`src/rtl/wwdt_map.vh`:
```
`ifndef WWDT_MAP_VH
`define WWDT_MAP_VH
// counter geometry
`define WWDT_CNT_W 24
`define WWDT_CNT_MAX 24'hFFFFFF
`define WWDT_CNT_MIN 24'h0000FF
// prescaler divides the tick clock by four
`define WWDT_PRE_W 2
`define WWDT_PRE_LAST 2'h3
// feed key bytes, first then second
`define WWDT_KEY1 8'hAA
`define WWDT_KEY2 8'h55
// reset values, and the warning compare width
`define WWDT_TC_RST 24'h0000FF
`define WWDT_WIN_RST 24'hFFFFFF
`define WWDT_WARN_RST 10'h000
`define WWDT_WARN_W 10
// reset pulse length in clk cycles
`define WWDT_RST_LEN 4'h8
`endif

```
`src/rtl/wwdt_sync.v`:
```
`timescale 1ns/1ps
// =========================================
// two-stage synchroniser for one level
module wwdt_sync (
    input wire clk, // system clock
    input wire reset, // async reset
    input wire ce, // clock enable
    input wire d, // asynchronous level
    output reg q_r // synchronised level
);
    reg meta_r; // first stage, read only by q_r
    // two flops in series
    always @(posedge clk or posedge reset) begin
        if (reset) begin
            meta_r <= 1'b0;
            q_r <= 1'b0;
        end else if (ce) begin
            meta_r <= d;
            q_r <= meta_r;
        end
    end
endmodule

```
`src/rtl/wwdt_core.v`:
```
`timescale 1ns/1ps
`include "wwdt_map.vh"
module wwdt_core (
    input wire clk, // system clock
    input wire reset, // async reset, active high
    input wire ce, // clock enable, freezes all state
    input wire internal_rc_oscillator, // rc oscillator tick source
    input wire dedicated_watchdog_oscillator, // watchdog oscillator tick source
    input wire clk_sel, // 0 rc oscillator, 1 watchdog oscillator
    input wire enable_set, // pulse: set the enable
    input wire reset_mode_set, // pulse: select reset on event
    input wire [23:0] timeout_val, // programmed reload value
    input wire [23:0] window_val, // feeds allowed when counter at or below this
    input wire [9:0] warn_val, // warning compare value
    input wire feed_valid, // pulse: a feed byte is written
    input wire [7:0] feed_byte, // feed byte value
    input wire flag_clear, // pulse: clear reset and timeout flags
    input wire warn_clear, // pulse: clear warning flag
    output reg enabled_r, // watchdog running
    output reg reset_mode_r, // reset on event selected
    output reg [23:0] count_r, // current counter value
    output reg timeout_flag_r, // watchdog event happened
    output reg wdreset_flag_r, // last reset was from watchdog
    output reg warn_flag_r, // warning interrupt flag
    output reg wd_irq_r, // watchdog interrupt request
    output reg chip_reset_r // chip-wide reset request
);
    // =========================================
    // tick clock selection and synchronisers
    wire [1:0] osc_raw; // raw tick sources, 0 rc, 1 watchdog oscillator
    wire [1:0] osc_s; // synchronised tick sources
    reg tick_d_r; // previous tick level
    assign osc_raw = {dedicated_watchdog_oscillator, internal_rc_oscillator};
    // one synchroniser per tick source; both run, so a switch needs no settling
    genvar gi;
    generate
        for (gi = 0; gi < 2; gi = gi + 1) begin : g_sync
            // each source crosses into clk through two flops
            wwdt_sync u_sync (
                .clk(clk), // system clock
                .reset(reset), // async reset
                .ce(ce), // freeze with the block
                .d(osc_raw[gi]), // raw source level
                .q_r(osc_s[gi]) // synchronised level
            );
        end
    endgenerate
    // pick the tick clock; a switch may give one stray edge
    wire tick_lvl = clk_sel ? osc_s[1] : osc_s[0];
    wire tick = tick_lvl & ~tick_d_r; // rising edge of tick clock
    // =========================================
    // feed sequence decode
    reg key1_seen_r; // first key byte accepted
    reg [1:0] pre_r; // prescaler
    reg [3:0] rst_cnt_r; // reset pulse length counter
    // one counter step per four tick edges
    wire pre_done = tick & (pre_r == `WWDT_PRE_LAST);
    // second key byte right after the first: a complete feed
    wire feed_ok = feed_valid & key1_seen_r & (feed_byte == `WWDT_KEY2);
    // any byte that breaks the two-byte key order
    wire feed_bad_seq = feed_valid & (key1_seen_r ? (feed_byte != `WWDT_KEY2)
        : (feed_byte != `WWDT_KEY1));
    // counter still above the window: too soon for a feed
    wire early = count_r > window_val;
    // a bad feed only counts while the watchdog runs
    wire bad_feed = enabled_r & (feed_bad_seq | (feed_ok & early));
    // a complete feed inside the window
    wire good_feed = feed_ok & ~early;
    // zero reached and one more step: time-out
    wire expire = enabled_r & pre_done & (count_r == 24'h000000);
    // either kind of watchdog event
    wire event_hit = expire | bad_feed; // watchdog event
    // clamp reload to the smallest legal period
    wire [23:0] reload = (timeout_val < `WWDT_CNT_MIN) ? `WWDT_CNT_MIN : timeout_val;
    // =========================================
    // main state
    // reload request: a good feed, or the enable being set from idle
    wire load_cnt = good_feed | (enable_set & ~enabled_r);
    // counter step: one per prescaler wrap while running
    wire step = enabled_r & pre_done;
    // warning point reached on this step
    wire warn_hit = step & (count_r == {14'h0000, warn_val});
    // an event that ends in a chip reset rather than an interrupt
    wire rst_event = event_hit & reset_mode_r;
    // =========================================
    // tick edge detector; its reset value is the idle level of the tick
    always @(posedge clk or posedge reset) begin
        if (reset) begin
            tick_d_r <= 1'b0; // idle low, so no false edge after reset
        end else if (ce) begin
            tick_d_r <= tick_lvl; // remember last level
        end
    end
    // =========================================
    // feed key tracker: set after the first key byte, cleared by the next feed byte of any value
    always @(posedge clk or posedge reset) begin
        if (reset) begin
            key1_seen_r <= 1'b0; // no key seen
        end else if (ce) begin
            if (feed_valid) begin
                key1_seen_r <= ~key1_seen_r & (feed_byte == `WWDT_KEY1);
            end
        end
    end
    // =========================================
    // prescaler: four tick edges make one counter step
    always @(posedge clk or posedge reset) begin
        if (reset) begin
            pre_r <= 2'h0; // start of a step
        end else if (ce) begin
            if (load_cnt) begin
                pre_r <= 2'h0; // restart timing from the reload
            end else if (tick) begin
                pre_r <= pre_r + 2'h1;
            end
        end
    end
    // =========================================
    // enable: software can only set it, an event clears it
    always @(posedge clk or posedge reset) begin
        if (reset) begin
            enabled_r <= 1'b0; // stopped after reset
        end else if (ce) begin
            if (event_hit) begin
                enabled_r <= 1'b0;
            end else if (enable_set) begin
                enabled_r <= 1'b1;
            end
        end
    end
    // =========================================
    // reset mode: set-only; unlike the enable, no event clears it
    always @(posedge clk or posedge reset) begin
        if (reset) begin
            reset_mode_r <= 1'b0; // interrupt mode after reset
        end else if (ce) begin
            if (reset_mode_set) begin
                reset_mode_r <= 1'b1;
            end
        end
    end
    // =========================================
    // down-counter; it parks at zero until the expiry step
    always @(posedge clk or posedge reset) begin
        if (reset) begin
            count_r <= `WWDT_TC_RST; // smallest period
        end else if (ce) begin
            if (load_cnt) begin
                count_r <= reload;
            end else if (step && count_r != 24'h000000) begin
                count_r <= count_r - 24'h000001;
            end
        end
    end
    // =========================================
    // warning flag, set wins over clear
    always @(posedge clk or posedge reset) begin
        if (reset) begin
            warn_flag_r <= 1'b0; // no warning
        end else if (ce) begin
            if (warn_hit) begin
                warn_flag_r <= 1'b1;
            end else if (warn_clear) begin
                warn_flag_r <= 1'b0; // software clear
            end
        end
    end
    // =========================================
    // event flag, set wins over clear
    always @(posedge clk or posedge reset) begin
        if (reset) begin
            timeout_flag_r <= 1'b0; // no event
        end else if (ce) begin
            if (event_hit) begin
                timeout_flag_r <= 1'b1;
            end else if (flag_clear) begin
                timeout_flag_r <= 1'b0; // software clear
            end
        end
    end
    // =========================================
    // interrupt request: one cycle per event in interrupt mode, or while warning stands
    always @(posedge clk or posedge reset) begin
        if (reset) begin
            wd_irq_r <= 1'b0; // quiet
        end else if (ce) begin
            wd_irq_r <= (event_hit & ~reset_mode_r) | warn_flag_r;
        end
    end
    // =========================================
    // chip reset pulse of fixed length
    always @(posedge clk or posedge reset) begin
        if (reset) begin
            rst_cnt_r <= 4'h0; // no pulse pending
            chip_reset_r <= 1'b0; // released
        end else if (ce) begin
            if (rst_event) begin
                rst_cnt_r <= `WWDT_RST_LEN;
                chip_reset_r <= 1'b1; // start pulse
            end else if (rst_cnt_r != 4'h0) begin
                rst_cnt_r <= rst_cnt_r - 4'h1; // count down
                chip_reset_r <= (rst_cnt_r != 4'h1); // drop on the last count
            end else begin
                chip_reset_r <= 1'b0; // idle
            end
        end
    end
    // =========================================
    // watchdog reset flag, set wins over clear; the async reset clears it like the other flags
    always @(posedge clk or posedge reset) begin
        if (reset) begin
            wdreset_flag_r <= 1'b0;
        end else if (ce) begin
            if (event_hit && reset_mode_r) begin
                wdreset_flag_r <= 1'b1;
            end else if (flag_clear) begin
                wdreset_flag_r <= 1'b0;
            end
        end
    end
endmodule

```
`config.mk`:
```
export PLATFORM = sky130hd
export DESIGN_NAME = wwdt_core
export DESIGN_NICKNAME = d
export VERILOG_FILES = /design/src/rtl/wwdt_sync.v /design/src/rtl/wwdt_core.v
export VERILOG_INCLUDE_DIRS = /design/src /design/src/rtl
export SDC_FILE = /design/constraint.sdc
export NUM_CORES = 1
export LEC_CHECK = 0
export ABC_AREA = 1
export BUFFER_PORTS_ARGS = -buffer_cell sky130_fd_sc_hd__buf_2
export CORE_MARGIN = 1.5
export CORE_UTILIZATION = 45
export CTS_BUF_LIST = sky130_fd_sc_hd__clkbuf_8
export DETAILED_ROUTE_END_ITERATION = 10
export PLACE_DENSITY = 0.74
export SLEW_MARGIN = 40
export SYNTH_ARGS = -nofsm -noshare
export SYNTH_HDL_FRONTEND = slang
export SYNTH_SLANG_ARGS = --single-unit
```
`constraint.sdc`:
```
create_clock -name clk -period 2.35 [get_ports clk]
set_clock_uncertainty 0.05 [all_clocks]
set_input_delay 0.47 -clock clk [delete_from_list [all_inputs] [get_ports clk]]
set_output_delay 0.47 -clock clk [all_outputs]
set_load 0.01 [all_outputs]
```
==> results of run 1 <==
## flip-flops by register name, indices dropped and copies added, names as in the netlist, 2 cells and up
name,cells
g_sync.u_sync.q_r,2
rst_cnt_r,4
pre_r,2
g_sync.u_sync.meta_r,2
count_r,24
## layout by cell type (no fill, tap or decap), types with 8 or more instances in the layout
| cell type | count |
|---|---|
| inv_1 | 57 |
| buf_2 | 107 |
| xor2_1 | 15 |
| ha_1 | 21 |
| xnor2_1 | 14 |
| nand3_1 | 12 |
| dfstp_2 | 8 |
| a21oi_1 | 9 |
| buf_4 | 34 |
| nand4_1 | 10 |
| o21ai_0 | 24 |
| nor4_1 | 9 |
| nand2_1 | 189 |
| nand2_2 | 22 |
| nor2_1 | 44 |
| dfrtp_1 | 35 |
## how the worst min path moves through the flow
stage	startpoint	to	slack [ns]	cells past startpoint
2_1_floorplan	g_sync[1].u_sync.meta_r	g_sync[1].u_sync.meta_r	0.39	2
3_3_place_gp	g_sync[1].u_sync.meta_r	g_sync[1].u_sync.meta_r	0.40	2
3_5_place_dp	g_sync[1].u_sync.meta_r	g_sync[1].u_sync.meta_r	0.42	2
4_1_cts	reset	count_r[17]	0.27	3
5_1_grt	reset	g_sync[0].u_sync.meta_r	0.30	3
6_report	reset	rst_cnt_r[0]	0.25	3
## repair_timing
action,CTS,global route
pin swaps,6,18
endpoints found under the setup margin,33,34
cloned,3,0
resized for setup,20,43
setup buffers,4,1
hold buffers,0,0
hold endpoints to repair,0,0
## per-stage QoR
| stage | area (sq um) | hold WS, ns | total power (uW) | setup TNS, ns |
|---|---|---|---|---|
| final | 4830 | 0.248 | 4970 | 0 |
| after global routing | 4830 | 0.302 | 5400 | -2.02 |
| after CTS | 4650 | 0.270 | 4750 | 0 |
| after detailed placement | 4440 | 0.419 | 4160 | -10.61 |
| after global placement | 4440 | 0.405 | 4070 | -5.57 |
| after floorplan | 3580 | 0.392 | 3110 | 0 |
## routing by layer
layer / vias up / track usage / routed length (microns)
met5: - / 0 / 0
met4: 0 / 0.0718 / 172
met3: 18 / 0.0357 / 666
met2: 158 / 0.441 / 5170
met1: 1822 / 0.320 / 4610
li1: 1971 / - / -
## area by class of cell
type / count / area (sq um)
Clock inverter: 3 / 16.3
Clock buffer: 5 / 68.8
Timing Repair inverter: 1 / 8.76
Inverter: 59 / 226
Timing Repair Buffer: 149 / 893
Fill cell: 691 / 2900
Tap cell: 102 / 128
Multi-Input combinational cell: 416 / 2400
Sequential cell: 43 / 1090
## where the power goes
group	internal, uW	switching, uW	leakage (uW)
Clock	204	287	0.0000453
Sequential	1050	228	0.000524
Combinational	1380	1820	0.00211
## kinds of logic after synthesis
logic type,count (synthesis),share of synthesized area
AND/OR/NAND/NOR,311,0.369
buffers and inverters,69,0.0825
AO/OA/AOI/OAI,47,0.0737
flip-flops,43,0.303
XOR/XNOR,29,0.0709
adder cells (fa/ha/maj),28,0.0978
multiplexers,1,0.00314
## worst max-delay path, cell delays in order, from the launching register on
cell and delay [ns]:
dfrtp_1 0.43, ha_4 0.29, nand2_2 0.07, nor2_4 0.14, nand2_2 0.08, nor3_4 0.15, buf_4 0.14, nand3b_1 0.11
nand2_2 0.11, nand2_2 0.07, nand2_4 0.11, buf_12 0.15, o21ai_0 0.11, o21ai_1 0.13, nand2_1 0.08, nand2_1 0.06
==> out/metrics.cfg, run 1 <==
[place]
hpwl_microns=7800
place.gp.congestion=0.859
port_buffers=107
place_ws_ns=-0.349
dp.cells=762

[die]
top_level_ports=108
die_x_microns=92.2
row_count=32
core_area_sq_um=7730
start_util=0.463
die_h_microns=92.2
dieArea_sq_um=8500

[setup_path]
endpoint_kind=flop
worstSetupEndpoint=count_r[0]
r2r_cells=15
path_max_fanout=21
worstReg2RegEnd=count_r[0]
r2r_start=count_r[19]
r2r_slack_ns=0.006
cp-start-kind=flop
startpoint=count_r[19]
cp_data_required_time_ns=2.55
critPathArrivalTime_ns=2.54
path_class=flop to flop

[detailed_routing]
drtIter0Drc=206
route.detailed.drc=0
dr.pass1.iters=5
vias=3969
ant_nets=0
post_drt_wl_per_cell_microns=13.7
viasPerCell=5.10
drt-total-wl_microns=10600

[clocking]
cts_tree=built
cts_made_buffers=5
htreeDepth=2
clkLatencyLatePin_ns=0.30
clkSinkCount=43
cts-root-buf=clkbuf_8
clkTransAtPathRegs_ns=0.10
cts.path.max_buffers=2

[power]
p_leak_uw=0.00268
power_density_nw_per_um2=1030
ir_drop_v=0.000498

[layout]
postLayoutCoreUtil=0.625
nets=780
layoutNonFillerInstCount=778
area_growth_pct=34.9
drive_above_1_share=0.318
num_antenna_cells=0

[synth]
ys_warn_count=0
synth-async-reset-ratio=1.00
ys_seq_area_frac=0.303
synth_top_area_frac=0.245
ys_ff_latch=43
synth.distinct_cells=34
yosysMostFrequentCell=nand2_1
syn_area_sq_um=3580
ys.flop_type=dfrtp_1
synth.avg_cell_area_sq_um=6.78
synth_commonest_cells=nand2_1, inv_1, nor2_1
synthCells=528
synth_edf_count=0
synth_largest_area_cell=dfrtp_1
syn-num-nets=633
synth.top_cells.by_area=dfrtp_1, nand2_1, ha_1, dfstp_2, inv_1

[timing]
finalSetupViolations=0
fin_crit_ns=2.34
fin_ws_ns=0.00574
final-hold-violation-count=0
rsz0062_at_grt=yes
slew_violations=0
worst_slew_pin_slew_ns=0.560
max-slew-margin-rel=0.627
period_share=0.998
fmax_mhz=427

[grt]
grt_pass1_wl_microns=17200
grt_antenna_before_repair=0
grt-ovfl-total=0
grt_pass1_vias=3790
grt_use_total=0.252
grt_max_degree=44

[run]
max_cap_violations=0

[run_status]
outcome=finished, final reports clean

[worst_hold_path]
min_path_type=input port to asynchronous set/reset pin

Note: power is estimated with default switching activity, not from simulation.
==> run 2: changes to the inputs <==
--- a/config.mk
+++ b/config.mk
@@ -12,7 +12,7 @@
 export CORE_UTILIZATION = 45
 export CTS_BUF_LIST = sky130_fd_sc_hd__clkbuf_8
 export DETAILED_ROUTE_END_ITERATION = 10
-export PLACE_DENSITY = 0.74
+export PLACE_DENSITY = 0.71
 export SLEW_MARGIN = 40
 export SYNTH_ARGS = -nofsm -noshare
 export SYNTH_HDL_FRONTEND = slang
==> constraint.sdc (replaced) <==
create_clock -name clk -period 2.7 [get_ports clk]
set_clock_uncertainty 0.05 [all_clocks]
set_input_delay 0.54 -clock clk [delete_from_list [all_inputs] [get_ports clk]]
set_output_delay 0.54 -clock clk [all_outputs]
set_load 0.01 [all_outputs]
==> out/metrics.cfg, run 2 (synthesis gave the netlist of run 1 again) <==
[layout]
layout_commonest_cell=nand2_1  ; unchanged
largest_reg_flops=24  ; unchanged
reg_top3=count_r: 24 flops, rst_cnt_r: 4 flops  ; unchanged
area_growth_pct=23.4  ; was 34.9%
drive_above_1_share=0.234  ; was 0.318
nets=748  ; was 780
num_antenna_cells=0  ; unchanged
final_cell_mix=nand2_1, buf_2, inv_1  ; unchanged
postLayoutCoreUtil=0.572  ; was 0.625
top_register=count_r  ; unchanged

[power]
p_leak_uw=0.00252  ; was 0.00268 uW
power_density_nw_per_um2=898  ; was 1030 nW/um^2
ir_drop_v=0.000404  ; was 0.000498 V

[setup_path]
critPathArrivalTime_ns=2.58  ; was 2.54 ns
path_max_fanout=14  ; was 21
path_class=flop to flop  ; unchanged
endpoint_kind=flop  ; unchanged
path_common_cell=nand2_1  ; was nand2_2
critical-path-top-delay-family=simple AND/OR/NAND/NOR gates  ; unchanged
cp_num_buf_inv=1  ; was 2
cp-start-kind=flop  ; unchanged
cp_slowest_cell=dfstp_2  ; was dfrtp_1
worstPathCellList=ha_1 > a21oi_1 > nand2_1 > nand2_1 > nand2_1 > nand2_1 > nand3_1 > nand2_1 > nand2_1 > nand2_4 > buf_4 > o21ai_0 > o21ai_0 > nand2_1 > nand2_1  ; was ha_4 > nand2_2 > nor2_4 > nand2_2 > nor3_4 > buf_4 > nand3b_1 > nand2_2 > nand2_2 > nand2_4 > buf_12 > o21ai_0 > o21ai_1 > nand2_1 > nand2_1
cp_data_required_time_ns=2.89  ; was 2.55 ns
cpPeakStageDelay_ns=0.66  ; was 0.43 ns

[grt]
grt_pass1_vias=3424  ; was 3790
grt_pass1_wl_microns=15600  ; was 17200 microns
grt_use_total=0.227  ; was 0.252
grt_max_degree=44  ; unchanged
grt_antenna_before_repair=0  ; unchanged
grt-ovfl-total=0  ; unchanged

[die]
dieArea_sq_um=8500  ; unchanged
die_x_microns=92.2  ; unchanged
start_util=0.463  ; unchanged
core_area_sq_um=7730  ; unchanged
top_level_ports=108  ; unchanged
die_h_microns=92.2  ; unchanged
row_count=32  ; unchanged

[detailed_routing]
ant_nets=0  ; unchanged
route.detailed.drc=0  ; unchanged
drtIter0Drc=160  ; was 206
vias=3642  ; was 3969
drt-total-wl_microns=9330  ; was 10600 microns
post_drt_wl_per_cell_microns=12.5  ; was 13.7 microns
dr.pass1.iters=5  ; unchanged
viasPerCell=4.88  ; was 5.10

[timing]
finalSetupViolations=0  ; unchanged
slew_violations=0  ; unchanged
final-hold-violation-count=0  ; unchanged
period_share=0.883  ; was 0.998
final.setup.tns_ns=0  ; unchanged
rsz0062_at_grt=no  ; was yes
fin_crit_ns=2.38  ; was 2.34 ns
worst_slew_pin_slew_ns=0.555  ; was 0.560 ns
fmax_mhz=419  ; was 427 MHz
max-slew-margin-rel=0.630  ; was 0.627

[place]
hpwl_microns=7290  ; was 7800 microns
port_buffers=107  ; unchanged
place.gp.congestion=0.848  ; was 0.859

[clocking]
cts-root-buf=clkbuf_8  ; unchanged
clkTransAtPathRegs_ns=0.09  ; was 0.10 ns
clkSinkCount=43  ; unchanged
cts_made_buffers=5  ; unchanged
clkLatencyLatePin_ns=0.30  ; about the same
cts.path.max_buffers=2  ; unchanged
holdBufCountCts=0  ; unchanged
post_cts_buffers=0  ; was 4
htreeDepth=2  ; unchanged
cts_tree=built  ; unchanged

[worst_hold_path]
min_path_type=input port to asynchronous set/reset pin  ; unchanged

[run]
max_cap_violations=0  ; unchanged

[run_status]
outcome=finished, final reports clean  ; unchanged

## run 2: cell types whose count changed in the layout (fill, tap and decap cells not counted), moves of 2 or more
cell | before | now
buf_4 | 34 | 9
buf_6 | 6 | 2
bufinv_16 | 0 | 2
ha_1 | 21 | 28
ha_4 | 7 | 0
nand2_1 | 189 | 209
nand2_2 | 22 | 3
nand3_1 | 12 | 15
nand3_2 | 2 | 0
nor2_4 | 4 | 2
o21ai_0 | 24 | 30
o21ai_1 | 5 | 0
## run 2: cell type report
class                           count  area (sq um)
Fill cell                         754          3310
Tap cell                          102           128
Sequential cell                    43          1090
Multi-Input combinational cell    416          2220
Clock buffer                        5          68.8
Inverter                           59           229
Clock inverter                      3          63.8
Timing Repair Buffer              118           626
## run 2: what timing repair did
action,CTS,global route
endpoints found under the hold margin,0,0
endpoints found under the setup margin,0,30
resized for setup,0,10
## run 2: worst register-to-register path: cells and delay by family, from the launching register on
family	cells	cell delay (ns)
flip-flops	1	0.66
adder cells (fa/ha/maj)	1	0.28
AO/OA/AOI/OAI	3	0.35
AND/OR/NAND/NOR	10	0.80
buffers and inverters	1	0.21
## run 2: final timing paths
kind                                          startpoint                 endpoint  slack [ns]  cells past startpoint
max                                           count_r[3]               count_r[7]        0.32                     15
min                                                reset  g_sync[1].u_sync.meta_r        0.32                      3
max reg2reg                                   count_r[3]               count_r[7]        0.32                     15
min reg2reg                      g_sync[1].u_sync.meta_r  g_sync[1].u_sync.meta_r        0.43                      2
max in group asynchronous                          reset              count_r[21]        1.87                      3
min in group clk           dedicated_watchdog_oscillator  g_sync[1].u_sync.meta_r        0.39                      3
## run 2: routing by layer
metal	up-vias	global-route usage	part of all wire
met5	-	0	0
met3	6	0.0381	0.056
met2	93	0.389	0.48
met1	1637	0.298	0.45
met4	0	0.0551	0.0073
li1	1906	-	-
## run 2: metrics by stage
stage / setup WS, ns / area, sq um / hold WS, ns / total power [uW] / instances
after floorplan: 0.379 / 3580 / 0.392 / 2710 / 528
after global placement: 0.0729 / 4260 / 0.405 / 3310 / 738
after detailed placement: 0.0180 / 4260 / 0.411 / 3370 / 738
after CTS: 0.190 / 4390 / 0.343 / 3980 / 746
after global routing: 0.0574 / 4420 / 0.379 / 4370 / 746
final: 0.316 / 4420 / 0.324 / 3970 / 746
## run 2: where the power goes
part / internal, uW / switching [uW] / total (uW) / leakage, uW
combinational: 899 / 1210 / 2110 / 0.00192
sequential: 916 / 352 / 1270 / 0.000523
clock: 366 / 226 / 592 / 0.0000695
total: 2180 / 1790 / 3970 / 0.00252
